## config.mk

```make
export PLATFORM = sky130hd
export DESIGN_NAME = tcb_timer_regs
export DESIGN_NICKNAME = d
export VERILOG_FILES = /design/src/tcb_pkg.sv /design/src/tcb_timer_regs.sv
export VERILOG_INCLUDE_DIRS = /design/src
export SDC_FILE = /design/constraint.sdc
export NUM_CORES = 1
export LEC_CHECK = 0
export BUFFER_PORTS_ARGS = -buffer_cell sky130_fd_sc_hd__buf_2
export CORE_MARGIN = 1
export CORE_UTILIZATION = 48
export CTS_BUF_LIST = sky130_fd_sc_hd__clkbuf_4
export DETAILED_ROUTE_END_ITERATION = 7
export GPL_TIMING_DRIVEN = 0
export PLACE_DENSITY = 0.76
export SLEW_MARGIN = 15
export SYNTH_ARGS = -nofsm -noshare
export SYNTH_HDL_FRONTEND = slang
export SYNTH_SLANG_ARGS = --single-unit
```

## constraint.sdc

```tcl
create_clock -name core_clk_i -period 1.6 [get_ports core_clk_i]
set_input_delay 0.24 -clock core_clk_i [delete_from_list [all_inputs] [get_ports core_clk_i]]
set_output_delay 0.24 -clock core_clk_i [all_outputs]
set_load 0.02 [all_outputs]
```

## src/tcb_params.svh

```systemverilog
`ifndef TCB_PARAMS_SVH
`define TCB_PARAMS_SVH

// ==========================================================
// Special function addresses
`define TCB_ADDR_B_LOW 8'h8B
`define TCB_ADDR_A_HIGH 8'h8C
`define TCB_ADDR_B_HIGH 8'h8D
`define TCB_ADDR_C_CTRL 8'hC8

// Bit address group of the control byte (bit addresses C8..CF)
`define TCB_C_CTRL_BITS 5'h19

// ==========================================================
// Control byte field positions
`define TCB_C_HIGH_OVF 7
`define TCB_C_LOW_OVF 6
`define TCB_C_LOW_IE 5
`define TCB_C_CAP_EN 4
`define TCB_C_SPLIT 3
`define TCB_C_RUN 2
`define TCB_C_RSVD 1
`define TCB_C_XCLK 0

// ==========================================================
// Reset values and count limits
`define TCB_RST_BYTE 8'h00
`define TCB_RST_WORD 16'h0000
`define TCB_BYTE_MAX 8'hFF
`define TCB_WORD_MAX 16'hFFFF

`endif

```

## src/tcb_pkg.sv

```systemverilog
// ==========================================================
// Types shared by the timer byte block
package tcb_pkg;

    // Whole-byte special function access
    typedef struct packed {
        logic [7:0] addr;
        logic wr;
        logic rd;
        logic [7:0] wdata;
    } tcb_sfr_req_s;

    // Single-bit access to bit-addressable bytes
    typedef struct packed {
        logic [7:0] bit_addr;
        logic wr;
        logic rd;
        logic wdata;
    } tcb_bit_req_s;

endpackage

```

## src/tcb_timer_regs.sv

```systemverilog
`timescale 1ns/100ps
`include "tcb_params.svh"

// Summary of operation
// - Byte 0x8B holds timer B low count
// - Byte 0x8C holds timer A high count
// - Byte 0x8D holds timer B high count
// - Control at 0xC8, byte and bit access
// - High flag set on high wrap
// - High flag interrupts when enabled; software clears
// - Low flag set on low wrap; software clears
// - Low overflow interrupts when low enable set
// - Capture enable copies count on falling edge
// - Capture falling edge raises interrupt when enabled
// - Split runs two 8-bit reload timers
// - Run gates timer; in split, run gates high only
module tcb_timer_regs (
    // Clock and reset
    input wire logic core_clk_i,
    input wire logic reset_n_i,
    // Special function byte access
    input wire tcb_pkg::tcb_sfr_req_s sfr_req_i,
    output logic [7:0] sfr_rdata_o,
    output logic sfr_hit_o,
    // Special function bit access
    input wire tcb_pkg::tcb_bit_req_s bit_req_i,
    output logic bit_rdata_o,
    output logic bit_hit_o,
    // Count ticks from the clock select logic
    input wire logic timer_a_high_inc_i,
    input wire logic timer_b_tick_i,
    input wire logic timer_c_tick_i,
    // Capture pin and interrupt enable
    input wire logic timer_c_capture_input_i,
    input wire logic timer_c_int_enable_i,
    // Timer state
    output logic [7:0] timer_a_count_high_o,
    output logic [15:0] timer_b_count_o,
    output logic [15:0] timer_c_count_o,
    output logic [15:0] timer_c_reload_o,
    output logic [7:0] timer_c_control_o,
    output logic timer_c_irq_o
);

    // ==========================================================
    // Storage
    logic [7:0] timer_b_count_low_reg;
    logic [7:0] timer_a_count_high_reg;
    logic [7:0] timer_b_count_high_reg;
    logic [7:0] timer_c_control_reg;
    logic [7:0] timer_c_control_next;
    logic [7:0] ctrl_sw;
    logic [15:0] timer_c_count_reg;
    logic [15:0] timer_c_reload_reg;
    logic [7:0] sfr_rdata_reg;
    logic bit_rdata_reg;
    logic cap_s1_reg;
    logic cap_s2_reg;
    logic cap_s3_reg;
    logic cap_level_reg;
    logic cap_event_reg;

    // ==========================================================
    // Decode
    logic wr_b_low;
    logic wr_a_high;
    logic wr_b_high;
    logic wr_ctrl;
    logic bit_sel;
    logic cap_fall;
    logic split;
    logic run;
    logic c_low_tick;
    logic c_high_tick;
    logic low_wrap;
    logic high_wrap;
    logic [7:0] rd_mux;

    // Byte write strobes per register
    assign wr_b_low = sfr_req_i.wr && (sfr_req_i.addr == `TCB_ADDR_B_LOW);
    assign wr_a_high = sfr_req_i.wr && (sfr_req_i.addr == `TCB_ADDR_A_HIGH);
    assign wr_b_high = sfr_req_i.wr && (sfr_req_i.addr == `TCB_ADDR_B_HIGH);
    assign wr_ctrl = sfr_req_i.wr && (sfr_req_i.addr == `TCB_ADDR_C_CTRL);
    assign bit_sel = (bit_req_i.bit_addr[7:3] == `TCB_C_CTRL_BITS);

    // Address hits
    assign sfr_hit_o = (sfr_req_i.addr == `TCB_ADDR_B_LOW)
        || (sfr_req_i.addr == `TCB_ADDR_A_HIGH)
        || (sfr_req_i.addr == `TCB_ADDR_B_HIGH)
        || (sfr_req_i.addr == `TCB_ADDR_C_CTRL);
    assign bit_hit_o = bit_sel;

    // ==========================================================
    // Timer A high byte: write loads, carry from low byte counts
    always_ff @(posedge core_clk_i or negedge reset_n_i) begin
        if (!reset_n_i) begin
            timer_a_count_high_reg <= `TCB_RST_BYTE;
        end else if (wr_a_high) begin
            timer_a_count_high_reg <= sfr_req_i.wdata;
        end else if (timer_a_high_inc_i) begin
            timer_a_count_high_reg <= timer_a_count_high_reg + 8'h01;
        end
    end

    // ==========================================================
    // Timer B: sixteen-bit count, each byte writable on its own
    always_ff @(posedge core_clk_i or negedge reset_n_i) begin
        if (!reset_n_i) begin
            timer_b_count_low_reg <= `TCB_RST_BYTE;
            timer_b_count_high_reg <= `TCB_RST_BYTE;
        end else begin
            if (wr_b_low) begin
                timer_b_count_low_reg <= sfr_req_i.wdata;
            end else if (timer_b_tick_i) begin
                timer_b_count_low_reg <= timer_b_count_low_reg + 8'h01;
            end
            if (wr_b_high) begin
                timer_b_count_high_reg <= sfr_req_i.wdata;
            end else if (timer_b_tick_i && (timer_b_count_low_reg == `TCB_BYTE_MAX)) begin
                timer_b_count_high_reg <= timer_b_count_high_reg + 8'h01;
            end
        end
    end

    // ==========================================================
    // Capture pin synchroniser, change taken once stages 2 and 3 agree
    always_ff @(posedge core_clk_i or negedge reset_n_i) begin
        if (!reset_n_i) begin
            cap_s1_reg <= 1'b1;
            cap_s2_reg <= 1'b1;
            cap_s3_reg <= 1'b1;
            cap_level_reg <= 1'b1;
        end else begin
            cap_s1_reg <= timer_c_capture_input_i;
            cap_s2_reg <= cap_s1_reg;
            cap_s3_reg <= cap_s2_reg;
            if (cap_s2_reg == cap_s3_reg) begin
                cap_level_reg <= cap_s3_reg;
            end
        end
    end

    // Falling edge of the filtered level
    assign cap_fall = cap_level_reg && !cap_s2_reg && !cap_s3_reg;

    // ==========================================================
    // Timer C count enables and wraps
    assign split = timer_c_control_reg[`TCB_C_SPLIT];
    assign run = timer_c_control_reg[`TCB_C_RUN];
    assign c_low_tick = timer_c_tick_i && (split || run);
    assign c_high_tick = timer_c_tick_i && run && (split
        || (timer_c_count_reg[7:0] == `TCB_BYTE_MAX));
    assign low_wrap = c_low_tick && (timer_c_count_reg[7:0] == `TCB_BYTE_MAX);
    assign high_wrap = c_high_tick && (timer_c_count_reg[15:8] == `TCB_BYTE_MAX);

    // Count with auto-reload, per byte in split, whole word otherwise
    always_ff @(posedge core_clk_i or negedge reset_n_i) begin
        if (!reset_n_i) begin
            timer_c_count_reg <= `TCB_RST_WORD;
        end else if (split) begin
            if (low_wrap) begin
                timer_c_count_reg[7:0] <= timer_c_reload_reg[7:0];
            end else if (c_low_tick) begin
                timer_c_count_reg[7:0] <= timer_c_count_reg[7:0] + 8'h01;
            end
            if (high_wrap) begin
                timer_c_count_reg[15:8] <= timer_c_reload_reg[15:8];
            end else if (c_high_tick) begin
                timer_c_count_reg[15:8] <= timer_c_count_reg[15:8] + 8'h01;
            end
        end else if (c_low_tick) begin
            if (timer_c_count_reg == `TCB_WORD_MAX) begin
                timer_c_count_reg <= timer_c_reload_reg;
            end else begin
                timer_c_count_reg <= timer_c_count_reg + 16'h0001;
            end
        end
    end

    // Reload bytes take the live count on a capture edge
    always_ff @(posedge core_clk_i or negedge reset_n_i) begin
        if (!reset_n_i) begin
            timer_c_reload_reg <= `TCB_RST_WORD;
            cap_event_reg <= 1'b0;
        end else begin
            cap_event_reg <= cap_fall && timer_c_control_reg[`TCB_C_CAP_EN];
            if (cap_fall && timer_c_control_reg[`TCB_C_CAP_EN]) begin
                timer_c_reload_reg <= timer_c_count_reg;
            end
        end
    end

    // ==========================================================
    // Control byte: software write, then hardware sets on top
    always_comb begin
        ctrl_sw = timer_c_control_reg;
        if (wr_ctrl) begin
            ctrl_sw = sfr_req_i.wdata;
        end else if (bit_req_i.wr && bit_sel) begin
            ctrl_sw[bit_req_i.bit_addr[2:0]] = bit_req_i.wdata;
        end
        ctrl_sw[`TCB_C_RSVD] = 1'b0;
        timer_c_control_next = ctrl_sw;
        timer_c_control_next[`TCB_C_HIGH_OVF] = ctrl_sw[`TCB_C_HIGH_OVF] || high_wrap;
        timer_c_control_next[`TCB_C_LOW_OVF] = ctrl_sw[`TCB_C_LOW_OVF] || low_wrap;
    end

    // Control byte store
    always_ff @(posedge core_clk_i or negedge reset_n_i) begin
        if (!reset_n_i) begin
            timer_c_control_reg <= `TCB_RST_BYTE;
        end else begin
            timer_c_control_reg <= timer_c_control_next;
        end
    end

    // ==========================================================
    // Interrupt request, held by the high flag or by the low flag with its enable, pulsed by a capture
    always_ff @(posedge core_clk_i or negedge reset_n_i) begin
        if (!reset_n_i) begin
            timer_c_irq_o <= 1'b0;
        end else begin
            timer_c_irq_o <= timer_c_int_enable_i
                && (timer_c_control_next[`TCB_C_HIGH_OVF]
                || (timer_c_control_next[`TCB_C_LOW_OVF]
                && timer_c_control_next[`TCB_C_LOW_IE])
                || (cap_fall && timer_c_control_reg[`TCB_C_CAP_EN]));
        end
    end

    // ==========================================================
    // Read path, live values captured on the read strobe
    always_comb begin
        unique case (sfr_req_i.addr)
            `TCB_ADDR_B_LOW: rd_mux = timer_b_count_low_reg;
            `TCB_ADDR_A_HIGH: rd_mux = timer_a_count_high_reg;
            `TCB_ADDR_B_HIGH: rd_mux = timer_b_count_high_reg;
            `TCB_ADDR_C_CTRL: rd_mux = timer_c_control_reg;
            default: rd_mux = 8'h00;
        endcase
    end

    // Read data registers
    always_ff @(posedge core_clk_i or negedge reset_n_i) begin
        if (!reset_n_i) begin
            sfr_rdata_reg <= 8'h00;
            bit_rdata_reg <= 1'b0;
        end else begin
            if (sfr_req_i.rd) begin
                sfr_rdata_reg <= rd_mux;
            end
            if (bit_req_i.rd) begin
                bit_rdata_reg <= bit_sel && timer_c_control_reg[bit_req_i.bit_addr[2:0]];
            end
        end
    end

    // Outputs
    assign sfr_rdata_o = sfr_rdata_reg;
    assign bit_rdata_o = bit_rdata_reg;
    assign timer_a_count_high_o = timer_a_count_high_reg;
    assign timer_b_count_o = {timer_b_count_high_reg, timer_b_count_low_reg};
    assign timer_c_count_o = timer_c_count_reg;
    assign timer_c_reload_o = timer_c_reload_reg;
    assign timer_c_control_o = timer_c_control_reg;
endmodule
```

Word level (Yosys, flattened, before mapping)
Cells that the tools add are included. W data, S select, Z words.

Flip-flop bits (word level): 77. Bits in latches: 0. RAM bits: 0. ROM bits: 0. Input port bits: 36. Output and inout port bits: 76. Memories: 0.

Add/subtract/negate cells: 6. Multiply operators: 0. Divide/modulo/power cells: 0. Order comparisons: 2. Equal/unequal tests: 11. Shift-type cells: 0. Muxes and demuxes: 21. Bitwise gates (word level): 0. Reductions and logical operators: 37.

Operators with widths (number): $mux W8 (12); $eq A8 B8 Y1 const B (7); $mux W16 (3); $add A8 B1 Y8 const B (5); $pmux W8 S4 (1); $logic_and A1 B1 Y1 (18); $add A16 B1 Y16 const B (1); $eq A16 B16 Y1 const B (1); $reduce_bool A2 Y1 (6); $logic_or A1 B1 Y1 (9); $bwmux W8 (1); $eq A5 B5 Y1 const B (1); $lt A3 B4 Y1 const B (1); $reduce_and A2 Y1 (2); $bmux W1 S3 (1); $demux W1 S3 (1); $ge A3 B1 Y1 const B (1); $ne A3 B1 Y1 const B (1); $logic_not A1 Y1 (2); $mux W1 (2); $eq A1 B1 Y1 (1).

Longest topological paths before layout
Gate-level depths: netlist of run 1.

Depth after elaboration: 12. Depth in mapped cells: 7. Depth with buffers taken out: 6.

Worst setup path before layout of run 1
No wires, ideal clock.

Path type: reg-to-reg. Start point: reg timer_c_count_reg[8], in the netlist timer_c_count_o[8]. End point: reg timer_c_count_reg[11], in the netlist timer_c_count_o[11]. Library setup time: 0.124 ns. Arrival: 1.830 ns. Data required time: 1.476 ns. Slack: -0.354 ns. Cell stages (with the launch flop): 7. Period minus slack after synthesis: 1.954 ns. Path through: dfrtp_1 -> ha_1 -> nand3_1 -> or4_4 -> nor2_1 -> a211oi_1 -> a211o_1.

Cells in the longest elaborated chain, start to end: 4.

Ends and longest elaborated chain: start, declared (line tcb_timer_regs.sv:53) `logic [15:0] timer_c_count_reg;`; start signal, assigned (line tcb_timer_regs.sv:159) `` timer_c_count_reg <= `TCB_RST_WORD; ``; start signal, assigned (line tcb_timer_regs.sv:167) `timer_c_count_reg[15:8] <= timer_c_reload_reg[15:8];`; start signal, assigned (line tcb_timer_regs.sv:169) `timer_c_count_reg[15:8] <= timer_c_count_reg[15:8] + 8'h01;`; $add A16 B1 Y16, or another cell as far along (line tcb_timer_regs.sv:175) `timer_c_count_reg <= timer_c_count_reg + 16'h0001;`; $mux W16, or another cell as far along (line tcb_timer_regs.sv:172) `` if (timer_c_count_reg == `TCB_WORD_MAX) begin ``; $mux W16, or another cell as far along (line tcb_timer_regs.sv:171) `end else if (c_low_tick) begin`; $mux W16 / $reduce_and A2 Y1 (equally long branches).

Parallel ways exist; a longest one is shown, timed or not. The select of a mux whose other input is x is not followed. A chain may end at the register's enable or synchronous reset.

Worst setup path after layout of run 1
Start point: reg timer_c_count_reg[12], in the netlist timer_c_count_o[12]. End point: reg timer_c_count_reg[11], in the netlist timer_c_count_o[11].

Cells in the longest elaborated chain, start to end: 4.

Ends and longest elaborated chain (line): $eq A16 B16 Y1 (no line) / $eq A8 B8 Y1 (equally long branches); $mux W16 / $logic_and A1 B1 Y1 (equally long branches) (tcb_timer_regs.sv:172, tcb_timer_regs.sv:154); $mux W16, or another cell as far along (tcb_timer_regs.sv:171); $mux W16 / $reduce_and A2 Y1 (equally long branches).

Parallel ways exist; a longest one is shown, timed or not. The select of a mux whose other input is x is not followed.

==> metrics.md, run 1 <==
| Metric | Value |
|---|---|
| Synthesized net count | between 400 and 500 |
| Worst-Skew Late Latency | around 430 ps |
| Pre-CTS WS | -373 ps |
| M1 wire length | about 5500 um |
| Reg2reg end | timer_c_count_o[11] |
| Part of the cycle the worst path needs | 1.14 |
| Layout cell share with drive strength beyond 1 | 0.426 |
| Synth cell types | approximately 70 |
| Seq/Total Area, Yosys | 0.446 |
| CORE AREA | just under 0.009 mm^2 |
| Minimum clock period | around 1800 ps |
| Number of instances in the placed design | around 670 |
| Pin count of the biggest net entering global routing | approximately 50 |
| Vias in the first global route | 4107 |
| Least-Margin Pin Slew | between 500 and 600 ps |
| Max-cap check violation count | 0 |
| Critical path peak fanout | 5 |
| CP delay by family, top | simple AND/OR/NAND/NOR gates |
| Cell count after synthesis | 450 |
| Hold crit path type | in -> reg |
| R2R depth | 6 |
| Yosys top cell area share | 0.421 |
| Drt pass-1 iters | 5 |
| IO Pins | 112 |
| Initial DRC count | 244 |
| Crit path largest cell delay | 590 ps |
| First-pass GRT wire length | around 21000 um |
| Relative slew slack | 0.626 |
| Row cnt | 34 |
| Worst Hold Path EP | timer_b_count_high_reg[1] |
| WL met2 | between 6000 and 7000 um |
| Power Density | 1110 mW/mm^2 |
| Endpoints failing setup | 15 |
| Residual DRC | 0 |
| Starting density of the core | 0.497 |
| Failing checks | negative setup slack |
| Fin Hold WS | approximately 90 ps |
| Layout Skew | a little under 20 ps |
| Die Width | 97.0 um |
| #FFs+latches synth | 77 |
| Final core occ | 0.676 |
| Via count | 4298 |
| Peak VDD IR | just over 0.9 mV |
| CTS sink cnt | 77 |
| GR Util All Layers | 0.275 |
| CP Cell Sequence | nand4_1, buf_6, or4_4, nor2_4, a211oi_2, a211o_1 |
| Crit path kind | reg -> reg |
| CTS tree | yes |
| Worst EP arrival | ~2200 ps |
| Reg clk slew, reported paths | 130 ps |
| Predominant post-synthesis flop cell | dfrtp_1 |
| Vias per cell | roughly 6 |
| Initial antenna violation count | 0 |
| Post-synth EDFFs | 0 |
| Status | complete, but fails checks |
| DIE AREA | 0.00941 mm^2 |
| Slowest cell on crit path | or4_4 |
| Highest metal used | met4 |
| Port Buffers | about 110 |
| Crit path buffers/inverters | 1 |
| Synth warn | 0 |
| Async SR Flop Fraction | 1.00 |
| Post-synth top area cell | dfrtp_1 |
| Antenna-violating nets left | 0 |
| Unrepaired setup endpoints after global routing | yes |
| DPL Wire Length | slightly below 9000 um |
| Peak Freq | 0.546 GHz |
| Setup crit end kind | flop |
| Final std cells w/o fill | around 730 |
| CTS H-tree depth | 3 |
| Hold path cells | 3 |
| CTS root buf | clkbuf_4 |
| Cell Area, Synth | 0.00433 mm^2 |
| R2r setup slk | -230 ps |
| FF-to-FF Start | timer_c_count_o[12] |
| Final Hold Viols | 0 |
| Pins Over Slew Limit | 0 |
| Final Power | 6530 uW |
| CTS Buffer Depth | 2 |
| Routed len/inst | 17.7 um |
| Die Y-Extent | 97.0 um |
| Detailed Route WL | 13000 um |
| Wire length on met3 | around 660 um |
| Total congestion overflow | 0 |
| Nature of the critical path startpoint | flop |
| CTS buffer count | 9 |
| Antenna Cells | 0 |
| Leak Pwr | 0.00275 uW |
| Synthesis-to-finish area growth | 36.1% |
| Hold path startpoint | sfr_req_i[1] |
| Crit path required time | around 1900 ps |
| Average size of a mapped cell | approximately 9.6 um^2 |
| Top cells by area, synth | dfrtp_1 42%, nor2_1 5.5%, a21oi_1 5.2% |
| Final worst setup slack | -231 ps |
| Final nets | around 660 |
| Gpl congestion | between 0.9 and 1 |
[cell families after synthesis]
family / after synthesis / share of synthesized area
multiplexers: 31 / 0.0788
other: 1 / 0.000865
AND/OR/NAND/NOR: 175 / 0.216
flip-flops: 77 / 0.446
AO/OA/AOI/OAI: 109 / 0.168
buffers and inverters: 28 / 0.0280
XOR/XNOR: 23 / 0.0465
adder cells (fa/ha/maj): 6 / 0.0167
[report_power, final]
part | internal (uW) | switching [uW] | total (uW)
Sequential | 2320 | 530 | 2850
Combinational | 1010 | 1290 | 2300
Clock | 655 | 723 | 1380
Total | 3990 | 2540 | 6530
[Yosys cell counts, drive strengths merged (2+ instances only)]
library cell / instances
a211o: 2
a211oi: 3
a21oi: 45
a222oi: 8
a2bb2oi: 3
a311o: 2
a31o: 4
a31oi: 14
a41oi: 3
and2: 3
and3: 4
and4: 5
buf: 11
clkbuf: 9
dfrtp: 73
dfstp: 4
ha: 5
inv: 8
mux2: 15
mux2i: 15
nand2: 44
nand2b: 3
nand3: 16
nand4: 15
nand4bb: 2
nor2: 63
nor3: 5
nor3b: 2
nor4: 6
o211ai: 2
o21ai: 9
o31a: 2
o31ai: 3
or3: 2
xnor2: 8
xor2: 15
[timing repair]
action,in CTS,in global routing
endpoints found under the hold margin,25,0
endpoints found under the setup margin,44,27
buffers inserted,28,24
resized for setup,21,22
pin swaps,14,29
hold buffers,3,0
[worst min-delay path: stages]
cell and delay, ps:
buf_2 120, nor2_1 90, a21oi_1 40
[worst max-delay path by stage]
stage / from / end / slack (ps) / cells past startpoint
5_1_grt: timer_c_count_o[0] / timer_c_count_o[11] / -310 / 6
2_1_floorplan: timer_c_count_o[0] / timer_c_count_o[11] / -170 / 6
3_3_place_gp: reset_n_i / timer_b_count_low_reg[0] / -370 / 1
3_5_place_dp: sfr_req_i[14] / timer_b_count_high_reg[6] / -370 / 7
6_report: timer_c_count_o[12] / timer_c_count_o[11] / -230 / 6
4_1_cts: timer_c_count_o[4] / timer_c_count_o[11] / -190 / 6
[layout make-up]
class,count,area (um^2)
clock inverters,6,87.6
multi-input cells,345,2500
plain buffers,17,96.3
fillers,669,2820
inverters,8,30.0
repair buffers,162,1020
flip-flops and latches,77,1950
well taps,108,135
clock buffers,10,75.1
[metrics by stage]
stage / cell area [um^2] / setup TNS, ps
2_1_floorplan: 4450 / -553
3_3_place_gp: 5120 / -29440
3_5_place_dp: 5150 / -11990
4_1_cts: 5640 / -668
5_1_grt: 5900 / -3170
6_report: 5900 / -1810
[metal layers]
layer,up-vias,global-route usage
met1,2065,0.356
li1,2014,-
met4,0,0.114
met5,-,0
met2,183,0.464
met3,36,0.0354
[cell usage in the layout, fill, tap and decap left out, types with 5 or more instances in the layout]
cell type,n
mux2i_1,15
a21oi_1,43
clkbuf_1,6
nand2_2,6
xor2_1,15
nand2_1,37
a31oi_1,14
dfrtp_2,18
dfrtp_1,55
nand4_1,14
buf_4,49
inv_1,7
nand3_1,10
mux2_2,14
nor2_1,60
xnor2_1,8
clkbuf_4,10
buf_6,9
a222oi_1,8
buf_2,107
o21ai_0,5
(Power assumes the default switching activity.)
==> run 2: changes to the inputs <==
==> constraint.sdc (replaced) <==
create_clock -name core_clk_i -period 1.6 [get_ports core_clk_i]
set_input_delay 0.16 -clock core_clk_i [delete_from_list [all_inputs] [get_ports core_clk_i]]
set_output_delay 0.16 -clock core_clk_i [all_outputs]
set_load 0.02 [all_outputs]
==> run 2 against run 1 <==
Compared with the run above: the run still ends with negative setup slack left; hold slack lost 51 ps; clock-buffer cell count is the same; power shrank 0.40%; via count is essentially flat; non-clock buffer count is the same; worst setup slack is essentially flat; utilization shrank 0.072 points.
==> metrics.md, run 2 (synthesis gave the netlist of run 1 again) <==
| Metric | Value |
|---|---|
| Dpl cell area | 0.00515 mm^2 (unchanged) |
| Reg clk slew, reported paths | 130 ps (about the same) |
| Initial DRC count | 235 (-3.7%) |
| Leak Pwr | 0.00275 uW (-0.16%) |
| Fin Hold WS | 38.6 ps (-51.2 ps) |
| Port Buffers | 106 (unchanged) |
| Most common cell after layout, fill and taps aside | buf_2 |
| Final nets | 661 (unchanged) |
| Antenna-violating nets left | 0 (unchanged) |
| Detailed Route WL | 13100 um (+0.71%) |
| Design Area, Final | 0.00589 mm^2 (-0.11%) |
| Slowest cell on crit path | or4_4 |
| Final std cells w/o fill | 733 (unchanged) |
| Power Density | 1100 mW/mm^2 (-0.30%) |
| Failing checks | negative setup slack |
| Layout cell share with drive strength beyond 1 | 0.424 (-0.00160) |
| IO Pins | 112 (unchanged) |
| Critical path peak fanout | 5 (unchanged) |
| First-pass GRT wire length | 20600 um (+0.27%) |
| Number of instances in the placed design | 665 (unchanged) |
| CP delay by family, top | simple AND/OR/NAND/NOR gates |
| DIE AREA | 0.00941 mm^2 (unchanged) |
| Layout Skew | 19.5 ps (+0.173 ps) |
| Synthesis-to-finish area growth | 36.0% |
| CTS H-tree depth | 3 (unchanged) |
| GR Util All Layers | 0.275 (+0.000625) |
| CTS tree | yes |
| Status | complete, but fails checks |
| Nature of the critical path startpoint | flop |
| Drt pass-1 iters | 5 (unchanged) |
| Final Hold Viols | 0 (unchanged) |
| CTS root buf | clkbuf_4 |
| Crit path buffers/inverters | 1 (unchanged) |
| Crit path largest cell delay | 590 ps (about the same) |
| Worst EP arrival | 2160 ps (about the same) |
| Gpl congestion | 0.934 (unchanged) |
| Pin count of the biggest net entering global routing | 51 (unchanged) |
| CTS sink cnt | 77 (unchanged) |
| Die Y-Extent | 97.0 um (unchanged) |
| Endpoints failing setup | 16 (+1) |
| Crit path required time | 1930 ps (about the same) |
| Hold crit path type | in -> reg |
| Starting density of the core | 0.497 (unchanged) |
| Commonest cells after routing, fill and taps aside | 109 x buf_2, 60 x nor2_1, 55 x dfrtp_1 |
| Peak VDD IR | 0.922 mV (+0.88%) |
| Via count | 4300 (+0.047%) |
| Routed len/inst | 17.8 um (+0.71%) |
| Minimum clock period | 1830 ps (+0.209 ps) |
| Vias in the first global route | 4117 (+0.24%) |
| Final worst setup slack | -231 ps (-0.209 ps) |
| CTS buffer count | 9 (unchanged) |
| Crit path kind | reg -> reg |
| CP Cell Sequence | nand4_1, buf_6, or4_4, nor2_4, a211oi_2, a211o_1 |
| DPL Wire Length | 8910 um (unchanged) |
| Peak Freq | 0.546 GHz (about the same) |
| Row cnt | 34 (unchanged) |
| Antenna Cells | 0 (unchanged) |
| Pre-CTS WS | -370 ps (+3.37 ps) |
| CTS Buffer Depth | 2 (unchanged) |
| Max-cap check violation count | 0 (unchanged) |
| Die Width | 97.0 um (unchanged) |
| Vias per cell | 5.87 (about the same) |
| Relative slew slack | 0.613 (-0.0131) |
| Worst-Skew Late Latency | 430 ps (about the same) |
| Setup crit end kind | flop |
| Pins Over Slew Limit | 0 (unchanged) |
| Unrepaired setup endpoints after global routing | yes |
| Total congestion overflow | 0 (unchanged) |
| Residual DRC | 0 (unchanged) |
| Least-Margin Pin Slew | 576 ps (+19.4 ps) |
| CORE AREA | 0.00872 mm^2 (unchanged) |
| Initial antenna violation count | 0 (unchanged) |
| Part of the cycle the worst path needs | 1.14 (about the same) |
-- run 2: cell types whose count changed in the layout (fill, tap and decap cells not counted) --
cell | before | now
dlygate4sd3_1 | 3 | 4
buf_4 | 49 | 47
buf_2 | 107 | 109
buf_6 | 9 | 8
-- run 2: tightest hold or removal path: stages --
cell     delay (ps)
buf_2           140
nor2_1          100
a21oi_1          40
-- run 2: worst paths after layout --
check                               startpoint                        to  slack (ps)  depth (start not counted)
setup / recovery           timer_c_count_o[12]       timer_c_count_o[11]        -230                          6
max in group asynchronous            reset_n_i  timer_b_count_low_reg[0]         820                          3
setup reg to reg           timer_c_count_o[12]       timer_c_count_o[11]        -230                          6
hold reg to reg                     cap_s1_reg                cap_s2_reg         350                          0
hold / removal                    sfr_req_i[0]  timer_b_count_low_reg[0]          40                          3
min in group asynchronous            reset_n_i      timer_c_reload_o[13]         180                          2
-- run 2: repair_timing --
item                                    in CTS  in global routing
gates resized for setup                     21                 19
endpoints found under the hold margin       45                  0
pin swaps                                   14                 28
buffers inserted                            28                 23
endpoints found under the setup margin      44                 25
hold buffers                                 4                  0
-- run 2: per-layer routing --
metal	global-route usage	vias to the layer above	share of wire
met5	0	-	0
met4	0.114	0	0.022
met3	0.0361	31	0.054
met2	0.465	177	0.50
met1	0.356	2077	0.42
li1	-	2015	-
-- run 2: per-stage QoR --
step           setup TNS [ps]  utilization  total power (uW)
3_5_place_dp            -9710        0.590              4790
4_1_cts                  -668        0.648              6370
2_1_floorplan            -553            -              4020
3_3_place_gp           -21540        0.587              4700
5_1_grt                 -3140        0.676              6850
6_report                -1810        0.676              6500
-- run 2: report_power, final --
part | internal [uW] | switching (uW) | total [uW]
Sequential | 2320 | 535 | 2850
Clock | 655 | 724 | 1380
Combinational | 990 | 1280 | 2270
-- run 2: area by class of cell --
cell class | instances | area (um^2)
Sequential cell | 77 | 1950
Timing Repair Buffer | 162 | 1010
Clock buffer | 10 | 75.1
Fill cell | 671 | 2830
Clock inverter | 6 | 87.6
Multi-Input combinational cell | 345 | 2500
Inverter | 8 | 30.0
Tap cell | 108 | 135
Buffer | 17 | 96.3
==> run 3: changes to the inputs <==
--- a/config.mk
+++ b/config.mk
@@ -6,13 +6,14 @@
 export SDC_FILE = /design/constraint.sdc
 export NUM_CORES = 1
 export LEC_CHECK = 0
+export ABC_AREA = 1
 export BUFFER_PORTS_ARGS = -buffer_cell sky130_fd_sc_hd__buf_2
 export CORE_MARGIN = 1
 export CORE_UTILIZATION = 48
 export CTS_BUF_LIST = sky130_fd_sc_hd__clkbuf_4
 export DETAILED_ROUTE_END_ITERATION = 7
 export GPL_TIMING_DRIVEN = 0
-export PLACE_DENSITY = 0.76
+export PLACE_DENSITY = 0.75
 export SLEW_MARGIN = 15
 export SYNTH_ARGS = -nofsm -noshare
 export SYNTH_HDL_FRONTEND = slang
==> run 3 against run 2 <==
Compared with the run above: the flow still finishes with violations (negative setup slack); first-iteration DRC count increased by 52%; clock power decreased by 22%; critical path depth increased by 4; final area increased by 6.5%; clock skew increased by 2.1 ps; synthesized cell count increased by 55%; die area increased by 13%; maximum frequency increased by 8.3%; worst setup slack improved by 140 ps; critical path type unchanged.
==> metrics.md, run 3 <==
| Metric | Value |
|---|---|
| Setup crit start | timer_c_count_o[0] |
| Part of the cycle the worst path needs | 1.06 (-0.0881) |
| Number of instances in the placed design | 939 (+41%) |
| Most common cell after layout, fill and taps aside | nand2_1 |
| Final Power | 6660 uW (+2.5%) |
| Leak Pwr | 0.00337 uW (+23%) |
| CTS Buffer Depth | 2 (unchanged) |
| Worst EP arrival | 2070 ps (-90 ps) |
| Pins Over Slew Limit | 0 (unchanged) |
| Reg clk slew, reported paths | 130 ps (about the same) |
| Max-cap check violation count | 0 (unchanged) |
| Gpl congestion | 0.894 (-4.2%) |
| Fin Hold WS | 19.0 ps (-19.5 ps) |
| Pre-CTS WS | -207 ps (+163 ps) |
| #FFs+latches synth | 77 (unchanged) |
| Async SR Flop Fraction | 1.00 (unchanged) |
| Fill cells | 898 (+34%) |
| Commonest cells after routing, fill and taps aside | 213 x nand2_1, 113 x buf_2, 76 x nand3_1 |
| Row cnt | 36 (+5.9%) |
| CTS buffer count | 9 (unchanged) |
| Final TNS setup | -675 ps (+1140 ps) |
| Final std cells w/o fill | 986 (+35%) |
| Cell count after synthesis | 698 (+55%) |
| Endpoints failing setup | 20 (+4) |
| Vias per cell | 5.40 (-8.0%) |
| Layout cell share with drive strength beyond 1 | 0.295 (-0.129) |
| Hold path startpoint | sfr_req_i[6] |
| Residual DRC | 0 (unchanged) |
| Hold crit path type | in -> reg |
| CTS sink cnt | 77 (unchanged) |
| Vias in the first global route | 4823 (+17%) |
| Setup crit end kind | flop |
| Worst-Skew Late Latency | 450 ps (+20 ps) |
| Failing checks | negative setup slack |
| Routed len/inst | 15.3 um (-14%) |
| Synth cell types | 41 (-40%) |
| Crit path required time | 1980 ps (+50 ps) |
| Antenna Cells | 0 (unchanged) |
| Layout Skew | 21.6 ps (+2.12 ps) |
| Multi-input logic area | 0.00279 mm^2 (+12%) |
| DPL Wire Length | 10500 um (+18%) |
| Top-count cell post-synth | nand2_1 |
| Starting density of the core | 0.499 (+0.00162) |
| Synth warn | 0 (unchanged) |
| FF-to-FF Start | timer_c_count_o[0] |
| Via count | 5321 (+24%) |
| Antenna-violating nets left | 0 (unchanged) |
| GR Util All Layers | 0.289 (+0.0140) |
| Synthesized net count | 739 (+51%) |
| Status | complete, but fails checks |
| Unrepaired setup endpoints after global routing | yes |
| Nature of the critical path startpoint | flop |
| Commonest cells in the netlist | 223 x nand2_1, 83 x nand3_1, 73 x dfrtp_1 |
| Die Y-Extent | 103 um (+6.4%) |
| Total congestion overflow | 0 (unchanged) |
| CTS root buf | clkbuf_4 |
| Peak Freq | 0.592 GHz (+8.3%) |
| Cell Area, Synth | 0.00492 mm^2 (+13%) |
| Seq/Total Area, Yosys | 0.393 (-0.0530) |
| Power Density | 1060 mW/mm^2 (-3.7%) |
| CTS tree | yes |
| Average size of a mapped cell | 7.05 um^2 (-27%) |
| Final nets | 889 (+34%) |
| Post-synth top area cell | dfrtp_1 |
| Post-synth EDFFs | 0 (unchanged) |
| Critical path peak fanout | 7 (+2) |
| Minimum clock period | 1690 ps (-141 ps) |
| CTS H-tree depth | 3 (unchanged) |
| DIE AREA | 0.0107 mm^2 (+13%) |
| Die Width | 103 um (+6.4%) |
| Final Hold Viols | 0 (unchanged) |
| Pin count of the biggest net entering global routing | 63 (+24%) |
| Port Buffers | 107 (+0.94%) |
| Initial DRC count | 358 (+52%) |
| CORE AREA | 0.00986 mm^2 (+13%) |
| Final worst setup slack | -90.0 ps (+141 ps) |
| Yosys top cell area share | 0.371 (-0.0501) |
| First-pass GRT wire length | 23400 um (+14%) |
| Peak VDD IR | 0.660 mV (-28%) |
| Synthesis-to-finish area growth | 27.6% |
| Predominant post-synthesis flop cell | dfrtp_1 |
| Register area | 0.00195 mm^2 (-0.38%) |
| Drt pass-1 iters | 6 (+1) |
| Initial antenna violation count | 0 (unchanged) |
| IO Pins | 112 (unchanged) |
| Top cells by area, synth | dfrtp_1 37%, nand2_1 17%, nand3_1 8.4% |
| Detailed Route WL | 15100 um (+15%) |
| Crit path kind | reg -> reg |
## run 3: routing by layer
| metal | part of all wire | global-route usage | vias up | wire (um) |
|---|---|---|---|---|
| met5 | 0 | 0 | - | 0 |
| met4 | 0.027 | 0.143 | 0 | 410 |
| met3 | 0.083 | 0.0423 | 38 | 1260 |
| met2 | 0.45 | 0.431 | 270 | 6810 |
| met1 | 0.44 | 0.412 | 2447 | 6570 |
| li1 | - | - | 2566 | - |
## run 3: worst paths after layout
path                                            end  slack (ps)  cells after the start
setup reg to reg                 timer_c_count_o[3]         -90                     10
max in group asynchronous                cap_s3_reg         890                      3
hold reg to reg                          cap_s2_reg         370                      0
setup / recovery                 timer_c_count_o[3]         -90                     10
hold / removal             timer_b_count_low_reg[6]          20                      3
min in group asynchronous   timer_a_count_high_o[2]         100                      2
## run 3: final cells by class
| cell class | instances | area share |
|---|---|---|
| multi-input combinational | 528 | 0.445 |
| sequential | 77 | 0.310 |
| timing repair buffer | 139 | 0.136 |
| inverter | 77 | 0.0483 |
| tap | 133 | 0.0265 |
| buffer | 16 | 0.0167 |
| clock buffer | 11 | 0.0132 |
| clock inverter | 5 | 0.00439 |
## run 3: critical path: stages, from the launching register on
cell and delay, ps:
dfrtp_2 420, ha_4 160, nand2_4 60, nor2_4 140, nand2_4 120, nor2_8 230
buf_6 130, o21ai_2 50, o21ai_1 180, nand2_1 80, nand2_1 70
## run 3: power breakdown
group | switching [uW] | internal (uW)
clock | 737 | 346
sequential | 527 | 2340
combinational | 1670 | 1040
total | 2940 | 3730
## run 3: cell families (layout without fill, tap and decap cells)
family / after synthesis / count (layout) / synth area share
simple gates: 399 / 399 / 0.362
compound gates: 98 / 98 / 0.108
buf+inv: 93 / 248 / 0.0794
flops: 77 / 77 / 0.393
xor+xnor: 25 / 25 / 0.0445
fa+ha+maj: 5 / 5 / 0.0127
other cells: 1 / 1 / 0.000762
## run 3: per-stage QoR
step / cell area, um^2 / util
6_report: 6270 / 0.636
5_1_grt: 6270 / 0.636
4_1_cts: 6030 / 0.612
3_5_place_dp: 5680 / 0.575
3_3_place_gp: 5650 / 0.572
2_1_floorplan: 4940 / -
## run 3: what timing repair did
item	4_1_cts	5_1_grt
endpoints found under the hold margin	80	2
buffers inserted	17	5
hold buffers	7	1
endpoints found under the setup margin	30	27
resized for setup	18	54
pin swaps	6	24
cloned	0	1
